==> config.mk <==
export PLATFORM = sky130hd
export DESIGN_NAME = abar_bank
export DESIGN_NICKNAME = d
export VERILOG_FILES = /design/src/hdl/abar_pkg.sv /design/src/hdl/abar_bank.sv /design/src/hdl/abar_bit_cell.sv
export SDC_FILE = /design/constraint.sdc
export NUM_CORES = 1
export LEC_CHECK = 0
export BUFFER_PORTS_ARGS = -buffer_cell sky130_fd_sc_hd__buf_2
export CAP_MARGIN = 10
export CORE_MARGIN = 2
export CORE_UTILIZATION = 50
export CTS_CLUSTER_DIAMETER = 50
export DETAILED_ROUTE_END_ITERATION = 6
export PLACE_DENSITY = 0.73
export RECOVER_POWER = 100
export SLEW_MARGIN = 10
export SYNTH_ARGS = -nofsm -noshare
export SYNTH_HDL_FRONTEND = slang
export SYNTH_SLANG_ARGS = --single-unit
==> constraint.sdc <==
create_clock -name clock_i -period 3.1 [get_ports clock_i]
set_input_delay 0.62 -clock clock_i [delete_from_list [all_inputs] [get_ports clock_i]]
set_output_delay 0.62 -clock clock_i [all_outputs]
set_load 0.05 [all_outputs]
==> src/hdl/abar_pkg.sv <==
// Package: alias offsets, widths and reset values for the alias register bank
package abar_pkg;
	localparam int ABAR_DATA_W = 32;
	localparam int ABAR_ADDR_W = 12;
	localparam int ABAR_NUM_REGS = 4;
	// Alias offsets from the base register word
	localparam logic [3:0] ABAR_OFS_BASE = 4'h0;
	localparam logic [3:0] ABAR_OFS_CLR = 4'h4;
	localparam logic [3:0] ABAR_OFS_SET = 4'h8;
	localparam logic [3:0] ABAR_OFS_TGL = 4'hC;
	// Each base register with its aliases takes a 16-byte slot
	localparam int ABAR_SLOT_LSB = 4;
	localparam logic [31:0] ABAR_RESET_VALUE = 32'h0000_0000;
	localparam logic [31:0] ABAR_UNDEF_READ = 32'h0000_0000;
	typedef enum logic [1:0] {
		ABAR_OP_WRITE,
		ABAR_OP_CLEAR,
		ABAR_OP_SET,
		ABAR_OP_TOGGLE
	} abar_op_t;
endpackage

==> src/hdl/abar_bank.sv <==
// Register bank where each non-exempt base register has clear, set and toggle aliases
`timescale 1ns/10ps
module abar_bank
#(
	parameter int NUM_REGS = abar_pkg::ABAR_NUM_REGS,
	parameter int ADDR_W = abar_pkg::ABAR_ADDR_W,
	// Bit i set: register i is exempt and has no aliases
	parameter logic [NUM_REGS-1:0] EXEMPT_MASK = '0,
	parameter logic [31:0] IMPL_MASK = 32'hFFFF_FFFF
)
(
	input wire logic clock_i,
	input wire logic sys_rst_i,
	input wire logic [ADDR_W-1:0] addr_i,
	input wire logic wr_en_i,
	input wire logic rd_en_i,
	input wire logic [abar_pkg::ABAR_DATA_W-1:0] wdata_i,
	input wire logic [3:0] byte_en_i,
	output logic [abar_pkg::ABAR_DATA_W-1:0] rdata_o,
	output logic rvalid_o,
	output logic err_o,
	output logic [NUM_REGS*abar_pkg::ABAR_DATA_W-1:0] regs_o
);
	import abar_pkg::*;

	// Elaboration checks; the decode assumes whole 16-byte slots
	if (NUM_REGS < 1)
	begin : g_chk_regs
		$error("abar_bank: NUM_REGS must be at least one");
	end
	if (ADDR_W <= ABAR_SLOT_LSB || ADDR_W > 30)
	begin : g_chk_addr
		$error("abar_bank: ADDR_W leaves no room for a register index");
	end
	else if ((NUM_REGS << ABAR_SLOT_LSB) > (1 << ADDR_W))
	begin : g_chk_fit
		$error("abar_bank: NUM_REGS does not fit the address space");
	end
	// Byte strobes are laid out as one lane per eight data bits
	if (ABAR_DATA_W != 8 * $bits(byte_en_i))
	begin : g_chk_lanes
		$error("abar_bank: data width does not match the byte strobes");
	end
	// Alias offsets must be word aligned inside one slot
	if (ABAR_OFS_CLR[1:0] != 2'h0 || ABAR_OFS_SET[1:0] != 2'h0
		|| ABAR_OFS_TGL[1:0] != 2'h0)
	begin : g_chk_ofs
		$error("abar_bank: alias offsets must be word aligned");
	end

	localparam int IDX_W = (NUM_REGS > 1) ? $clog2(NUM_REGS) : 1;

	logic [3:0] ofs;
	logic [ADDR_W-ABAR_SLOT_LSB-1:0] slot;
	logic [IDX_W-1:0] idx;
	logic slot_ok;
	logic is_alias;
	logic hit;
	logic ofs_ok;
	logic alias_blocked;
	logic rd_base;
	logic acc_bad;
	logic [NUM_REGS-1:0] reg_wr;
	logic [ABAR_DATA_W-1:0] base_pick;
	abar_op_t op;
	logic [ABAR_DATA_W-1:0] lane_mask;
	logic [ABAR_DATA_W-1:0] cell_val [NUM_REGS];
	logic [ABAR_DATA_W-1:0] next_rdata;

	assign ofs = addr_i[ABAR_SLOT_LSB-1:0];
	assign slot = addr_i[ADDR_W-1:ABAR_SLOT_LSB];
	assign slot_ok = (32'(slot) < NUM_REGS);
	assign idx = slot_ok ? IDX_W'(slot) : '0;
	assign is_alias = (ofs != ABAR_OFS_BASE);

	// Decode the word offset inside a slot into the operation
	always_comb
	begin
		op = ABAR_OP_WRITE;
		case (ofs)
			ABAR_OFS_BASE:
				op = ABAR_OP_WRITE;
			ABAR_OFS_CLR:
				op = ABAR_OP_CLEAR;
			ABAR_OFS_SET:
				op = ABAR_OP_SET;
			ABAR_OFS_TGL:
				op = ABAR_OP_TOGGLE;
			default:
				op = ABAR_OP_WRITE;
		endcase
	end

	// Only the four word offsets of a slot are mapped
	assign ofs_ok = (ofs == ABAR_OFS_BASE) || (ofs == ABAR_OFS_CLR)
		|| (ofs == ABAR_OFS_SET) || (ofs == ABAR_OFS_TGL);
	// Exempt registers answer on the base word alone
	assign alias_blocked = is_alias && EXEMPT_MASK[idx];
	assign hit = slot_ok && ofs_ok && !alias_blocked;
	assign rd_base = hit && !is_alias;
	// Any strobe that misses the map is dropped and reported
	assign acc_bad = (rd_en_i || wr_en_i) && !hit;

	// Each byte strobe opens its own eight bits and no others
	genvar n;
	generate
		for (n = 0; n < $bits(byte_en_i); n++)
		begin : g_lane
			assign lane_mask[8*n +: 8] = {8{byte_en_i[n]}};
		end
	endgenerate

	genvar g;
	generate
		for (g = 0; g < NUM_REGS; g++)
		begin : g_reg
			// Strobe reaches only the addressed base register
			assign reg_wr[g] = wr_en_i && hit && (32'(idx) == g);
			abar_bit_cell
			#(
				.WIDTH(ABAR_DATA_W),
				.IMPL_MASK(IMPL_MASK),
				.RESET_VAL(ABAR_RESET_VALUE)
			)
			u_cell
			(
				.clock_i(clock_i),
				.sys_rst_i(sys_rst_i),
				.wr_i(reg_wr[g]),
				.op_i(op),
				.wdata_i(wdata_i),
				.lane_mask_i(lane_mask),
				.value_o(cell_val[g])
			);
			assign regs_o[g*ABAR_DATA_W +: ABAR_DATA_W] = cell_val[g];
		end
	endgenerate

	// Plain select over the implemented slots, no variable array index
	always_comb
	begin
		base_pick = '0;
		for (int r = 0; r < NUM_REGS; r++)
		begin
			if (32'(idx) == r)
				base_pick = cell_val[r];
		end
	end

	// Alias reads give a fixed filler so software cannot rely on them
	// A read in the same cycle as a write returns the old value
	always_comb
	begin
		next_rdata = ABAR_UNDEF_READ;
		if (rd_base)
			next_rdata = base_pick;
		else
			next_rdata = ABAR_UNDEF_READ;
	end

	always_ff @(posedge clock_i)
	begin
		if (sys_rst_i)
			rdata_o <= '0;
		else if (rd_en_i)
			rdata_o <= next_rdata;
	end

	// Every read is answered, refused ones too, so the bus never stalls
	always_ff @(posedge clock_i)
	begin
		if (sys_rst_i)
			rvalid_o <= 1'b0;
		else
			rvalid_o <= rd_en_i;
	end

	always_ff @(posedge clock_i)
	begin
		if (sys_rst_i)
			err_o <= 1'b0;
		else
			err_o <= acc_bad;
	end
endmodule

==> src/hdl/abar_bit_cell.sv <==
// One base register with its write, clear, set and toggle update
`timescale 1ns/10ps
module abar_bit_cell
#(
	parameter int WIDTH = 32,
	parameter logic [WIDTH-1:0] IMPL_MASK = '1,
	parameter logic [WIDTH-1:0] RESET_VAL = '0
)
(
	input wire logic clock_i,
	input wire logic sys_rst_i,
	input wire logic wr_i,
	input wire abar_pkg::abar_op_t op_i,
	input wire logic [WIDTH-1:0] wdata_i,
	input wire logic [WIDTH-1:0] lane_mask_i,
	output logic [WIDTH-1:0] value_o
);
	import abar_pkg::*;

	logic [WIDTH-1:0] sel;
	logic [WIDTH-1:0] next_value;

	// Unimplemented bits and disabled lanes are never touched
	assign sel = wdata_i & lane_mask_i & IMPL_MASK;

	always_comb
	begin
		next_value = value_o;
		case (op_i)
			ABAR_OP_WRITE:
				next_value = (value_o & ~(lane_mask_i & IMPL_MASK))
					| (wdata_i & lane_mask_i & IMPL_MASK);
			ABAR_OP_CLEAR:
				next_value = value_o & ~sel;
			ABAR_OP_SET:
				next_value = value_o | sel;
			ABAR_OP_TOGGLE:
				next_value = value_o ^ sel;
			default:
				next_value = value_o;
		endcase
	end

	// Single-cycle update, no read-modify-write by software; zeros keep on clear, set and toggle
	always_ff @(posedge clock_i)
	begin
		if (sys_rst_i)
			value_o <= RESET_VAL & IMPL_MASK;
		else if (wr_i)
			value_o <= next_value;
	end
endmodule

After elaboration in Yosys (flattened, before gate mapping)
Index checks and enable logic that the tools add are counted.
{"block": "classes", "n_mux": 13, "reduce_logical": 21, "magnitude_cmp": 2, "n_eq_ne": 9, "n_bitwise": 23}
{"cell": "one-hot mux 32 bit (4 select lines)", "count": 4}
{"cell": "AND 32 bit", "count": 9}
{"cell": "bitwise OR 32 bit", "count": 8}
{"cell": "two-way mux 32 bit", "count": 5}
{"cell": "XOR 32 bit", "count": 4}
{"cell": "NOT 32 bit", "count": 2}
{"cell": "logical AND 1 bit", "count": 10}
{"cell": "equality test 2 bit, second input constant", "count": 4}
{"cell": "equality test 4 bit, second input constant", "count": 2}
{"cell": "less-than comparator 8 x 3 -> 1 bit, second input constant", "count": 1}
{"cell": "one-hot mux 2 bit (3 select lines)", "count": 1}
{"cell": "equality test 2 x 1 -> 1 bit, second input constant", "count": 2}
{"cell": "equality test 4 x 3 -> 1 bit, second input constant", "count": 1}
{"cell": "logical NOT 2 bit", "count": 2}
{"cell": "logical NOT 4 bit", "count": 1}
{"cell": "logical OR 1 bit", "count": 4}
{"cell": "nonzero test 4 bit", "count": 1}
{"cell": "logical NOT 1 bit", "count": 3}
{"cell": "less-than comparator 2 x 3 -> 1 bit, second input constant", "count": 1}
{"cell": "binary-select mux 1 bit (select 2 bit)", "count": 1}
{"cell": "two-way mux 2 bit", "count": 1}
{"cell": "two-way mux 1 bit", "count": 1}
{"block": "totals", "reg_bits": 162}

Logic depth before layout (Yosys ltp)
{"block": "depth", "ltp_word": 9, "ltp_mapped": 7, "depth_no_buf": 6}

Cells and area by module
Synthesis repeated with hierarchy kept, for this count alone.
{"block": "hier_totals", "cells_unflattened": 1497, "area_unflattened_um2": 12140.4}
{"mod": "abar_bit_cell", "cells_per_inst": 313, "area_each_um2": 2521.2, "instances": 4}
{"mod": "abar_bank", "cells_per_inst": 245, "area_each_um2": 2055.7, "instances": 1}

Least setup slack after synthesis
Ideal clock, no wire load.
{"block": "synth_timing", "path_type": "input port to flip-flop", "start": "in addr_i[11]", "end": "reg rdata_o[0] (netlist bit)", "path_stages": 7, "slack_ns": 0.835, "setup_time_ns": 0.128, "t_arrival_ns": 2.138, "cell_sequence": "or4_1 > buf_2 > or3_1 > buf_2 > buf_6 > o221ai_1 > o21ai_1"}
{"block": "synth_via", "elab_chain_cells": 9, "elab_cells_between_ends": 18}
{"item": "from (decl)", "line": "abar_bank.sv:14", "source": "input wire logic [ADDR_W-1:0] addr_i,"}
{"item": "less-than comparator 8 x 3 -> 1 bit *", "line": "abar_bank.sv:72", "source": "assign slot_ok = (32'(slot) < NUM_REGS);"}
{"item": "two-way mux 2 bit", "line": "abar_bank.sv:73", "source": "assign idx = slot_ok ? IDX_W'(slot) : '0;"}
{"item": "binary-select mux 1 bit (select 2 bit)", "line": "abar_bank.sv:98", "source": "assign alias_blocked = is_alias && EXEMPT_MASK[idx];"}
{"item": "two-way mux 1 bit (implied by the code)", "line": "abar_bank.sv:98"}
{"item": "logical AND 1 bit", "line": "abar_bank.sv:98"}
{"item": "logical NOT 1 bit", "line": "abar_bank.sv:99", "source": "assign hit = slot_ok && ofs_ok && !alias_blocked;"}
{"item": "logical AND 1 bit", "line": "abar_bank.sv:99"}
{"item": "logical AND 1 bit", "line": "abar_bank.sv:100", "source": "assign rd_base = hit && !is_alias;"}
{"item": "two-way mux 32 bit *", "line": "abar_bank.sv:155", "source": "if (rd_base)"}
{"item": "to (signal assigned)", "line": "abar_bank.sv:166", "source": "rdata_o <= next_rdata;"}
{"item": "to (decl)", "line": "abar_bank.sv:19", "source": "output logic [abar_pkg::ABAR_DATA_W-1:0] rdata_o,"}
Mark *: on every way between the ends. The rest lies on a longest branch, timed or not. The select of a mux whose other input is x is not followed.
A chain may end at the register's enable or synchronous reset.

Worst setup path in the final report
{"block": "layout_timing", "start": "in addr_i[3]", "end": "reg g_reg[1].u_cell.value_o[4]"}
{"block": "layout_via", "elab_chain_cells": 8, "elab_cells_between_ends": 20}
{"item": "branches (longest 8 deep; another with one-hot mux 32 bit (4 select lines))"}
{"item": "to (signal assigned)", "line": "abar_bit_cell.sv:48", "source": "value_o <= RESET_VAL & IMPL_MASK;"}
{"item": "to (signal assigned)", "line": "abar_bit_cell.sv:50", "source": "value_o <= next_value;"}
{"item": "to (decl)", "line": "abar_bit_cell.sv:16", "source": "output logic [WIDTH-1:0] value_o"}
Parallel ways; which one is timed is not known.

==> reports/metrics.json <==
{
  "status": "complete, no violations",
  "r2r_start": "g_reg[2].u_cell.value_o[31]",
  "synth_top_area_cell": "sky130_fd_sc_hd__dfxtp_1",
  "netlist-cell-type-count": 47,
  "cp-end-kind": "flip-flop",
  "data_arrival_time_at_the_worst_slack_endpoint_ns": 2.86,
  "dieWidth_um": 154,
  "synth_compound_area_share_pct": 28.4,
  "critPathLaunchType": "input pin",
  "synth-seq-cells": 162,
  "r2r_cells": 5,
  "utilization_pct": 58.9,
  "layout.cells.most_common": "sky130_fd_sc_hd__nand2_1",
  "cts.repair.resized": 0,
  "setup_tns_ns": 0,
  "placeableCoreArea_mm2": 0.0220,
  "worst_setup_path_startpoint": "addr_i[3]",
  "report.power.total_mw": 4.94,
  "post_cts.repair.setup_buffers": 0,
  "critPathCapture": "g_reg[1].u_cell.value_o[4]",
  "cts_hold_buf": 0,
  "synth-async-reset-ratio_pct": 0,
  "die_h_um": 154,
  "antenna_found_initial": 0,
  "clock_tree_from_tritoncts": "done",
  "yosys.area_share.simple_pct": 22.8,
  "antenna_cells_inserted": 0,
  "seq_area_mm2": 0.00324,
  "antenna_left": 0,
  "mappedNetlistArea_mm2": 0.0112,
  "syn_nets": 1629,
  "io-pin-count": 214,
  "layout-drive-gt1-share_pct": 8.01,
  "grt_setup_unrepaired": "no",
  "placedInstanceArea_mm2": 0.0126,
  "grt.overflow.total": 0,
  "first_pass_grt_wire_length_mm": 60.3,
  "port_buffers": 213,
  "clockRootBuffer": "sky130_fd_sc_hd__clkbuf_16",
  "tritoncts.num_buffers": 17,
  "crit_path_kind": "input pin to flip-flop",
  "clock.fmax_ghz": 0.403,
  "route.vias.total": 12000,
  "wl_per_cell_um": 20.0,
  "layout_worst_path_cycle_share_pct": 80.1,
  "seq_area_frac_synth_pct": 28.9,
  "hpwl_mm": 24.4,
  "crit_required_ns": 3.48,
  "drt_iter0_markers": 963,
  "fillers": 2071,
  "ctsLongestPathBuffers": 2,
  "die_area_mm2": 0.0237,
  "clock_tree.htree_level_count": 4,
  "syn_inst": 1449,
  "yosys.area_share.adder_pct": 14.3,
  "vias_in_the_first_global_route": 11300,
  "setup_viol": 0,
  "drv.max_cap_violation_count": 0,
  "largest_net_degree_at_the_start_of_global_routing": 228,
  "fin_skew_ns": 0.00756,
  "synth-main-ff-cell": "sky130_fd_sc_hd__dfxtp_1",
  "post_synth_edffs": 0,
  "place_ws_ns": 0.584,
  "final_worst_slack_ns": 0.616,
  "layout-area-overhead-vs-synth_pct": 15.0,
  "timing_hold_violations_final": 0,
  "reg2reg_to": "g_reg[2].u_cell.value_o[31]",
  "number_of_warnings_printed_during_yosys_synthesis": 0,
  "gr-usage-all-layers_pct": 31.3,
  "avgViaCountPerCell": 6.40,
  "cts.reportedPaths.clkPinSlew_ns": 0.07,
  "timing.hold.worst.class": "flip-flop to flip-flop",
  "detail_route.wirelength_mm": 37.6,
  "netlist.area_leader.share_pct": 28.9,
  "routabilityCongestion": 0.855,
  "drv_slew": 0,
  "worst_slew_pin_slew_ns": 1.15,
  "drt_pre_antenna_iters": 7,
  "synthTopCellsByArea": "sky130_fd_sc_hd__dfxtp_1 (29%), sky130_fd_sc_hd__ha_1 (14%), sky130_fd_sc_hd__nand2_1 (9.0%)",
  "placedCellCount": 1850,
  "final_nets": 1769,
  "final_min_period_ns": 2.48,
  "p_leak_nw": 5.47,
  "final_cell_mix": "sky130_fd_sc_hd__nand2_1 (268), sky130_fd_sc_hd__clkbuf_1 (171), sky130_fd_sc_hd__dfxtp_1 (162)",
  "placement_rows": 54,
  "synth_top_family_by_area": "compound AO/OA/AOI/OAI gates",
  "largest_voltage_drop_on_the_vdd_net_mv": 0.289,
  "initial_core_util_pct": 51.2,
  "drcViolationCount": 0,
  "critPathMaxFanout": 32,
  "insertion_delay_ns": 0.43,
  "multiInputGateArea_mm2": 0.00751,
  "relSlewSlack_pct": 23.0,
  "synth_xor_xnor_area_share_pct": 0,
  "postSynthAreaPerCell_um2": 7.75,
  "stdcell_area_mm2": 0.0129,
  "numClockSinks": 162,
  "final_cells": 1879,
  "yosys-mux-area-fraction_pct": 0.768,
  "powerDensity_mw_per_mm2": 382,
  "reg2reg_slack_ns": 1.65,
  "final_hold_slack_ns": 0.450
}
[worst max-delay path, cell delays in order]
cell	delay, ns
sky130_fd_sc_hd__clkbuf_2	0.55
sky130_fd_sc_hd__or3b_2	0.82
sky130_fd_sc_hd__nand2_1	0.19
sky130_fd_sc_hd__clkbuf_1	0.37
sky130_fd_sc_hd__o2111ai_1	0.18
sky130_fd_sc_hd__nand3_1	0.11
[per-layer routing]
metal | up-vias | part of all wire (%) | GRT usage [%]
met1 | 5652 | 42 | 39.7
met2 | 565 | 47 | 52.6
li1 | 5698 | - | -
met3 | 102 | 8.1 | 4.79
met4 | 0 | 3.6 | 14.1
met5 | - | 0 | 0
[registers in the layout, indices dropped and copies added (netlist names)]
name and cells:
g.u_cell.value_o 128, rdata_o 32, err_o 1, rvalid_o 1
[logic make-up after synthesis]
| logic type | Yosys count |
|---|---|
| mux | 8 |
| simple gates | 575 |
| buf+inv | 130 |
| fa+ha+maj | 128 |
| flops | 162 |
| compound gates | 446 |
[cells in the mapped netlist, types with 5 or more instances]
master	number
sky130_fd_sc_hd__nand3_1	53
sky130_fd_sc_hd__ha_1	128
sky130_fd_sc_hd__o21ai_1	20
sky130_fd_sc_hd__buf_4	10
sky130_fd_sc_hd__a21boi_0	41
sky130_fd_sc_hd__nor2b_1	29
sky130_fd_sc_hd__a211o_1	23
sky130_fd_sc_hd__mux2_2	5
sky130_fd_sc_hd__nand4_1	35
sky130_fd_sc_hd__o2111ai_1	52
sky130_fd_sc_hd__a32oi_1	34
sky130_fd_sc_hd__o21ai_0	38
sky130_fd_sc_hd__o211ai_1	52
sky130_fd_sc_hd__dfxtp_1	162
sky130_fd_sc_hd__nand2_1	268
sky130_fd_sc_hd__and2_1	34
sky130_fd_sc_hd__o221ai_1	64
sky130_fd_sc_hd__clkbuf_1	99
sky130_fd_sc_hd__a21oi_1	96
sky130_fd_sc_hd__nor2_1	132
sky130_fd_sc_hd__o22ai_1	5
sky130_fd_sc_hd__buf_2	17
[how the worst min path moves through the flow]
stage | from | to | depth (start not counted)
2_1_floorplan | rdata_o[11] | rdata_o[11] | 2
3_3_place_gp | rdata_o[20] | rdata_o[20] | 2
3_5_place_dp | rdata_o[20] | rdata_o[20] | 2
4_1_cts | rdata_o[20] | rdata_o[20] | 2
5_1_grt | rdata_o[19] | rdata_o[19] | 2
6_report | rdata_o[23] | rdata_o[23] | 2
[cell type report]
type	instances	area share (%)
clock buffers	19	3.35
well taps	280	2.71
multi-input cells	1157	58.1
clock inverters	10	1.26
flip-flops and latches	162	25.1
repair buffers	251	9.52
[power by group]
| group | switching (mW) | total [mW] | internal [mW] | leakage (nW) |
|---|---|---|---|---|
| logic | 0.439 | 0.619 | 0.180 | 3.88 |
| clock network | 0.900 | 2.23 | 1.33 | 0.285 |
| registers | 0.00141 | 2.08 | 2.08 | 1.30 |
| total | 1.34 | 4.94 | 3.60 | 5.47 |
No activity file was read; power rests on OpenSTA's default activity.
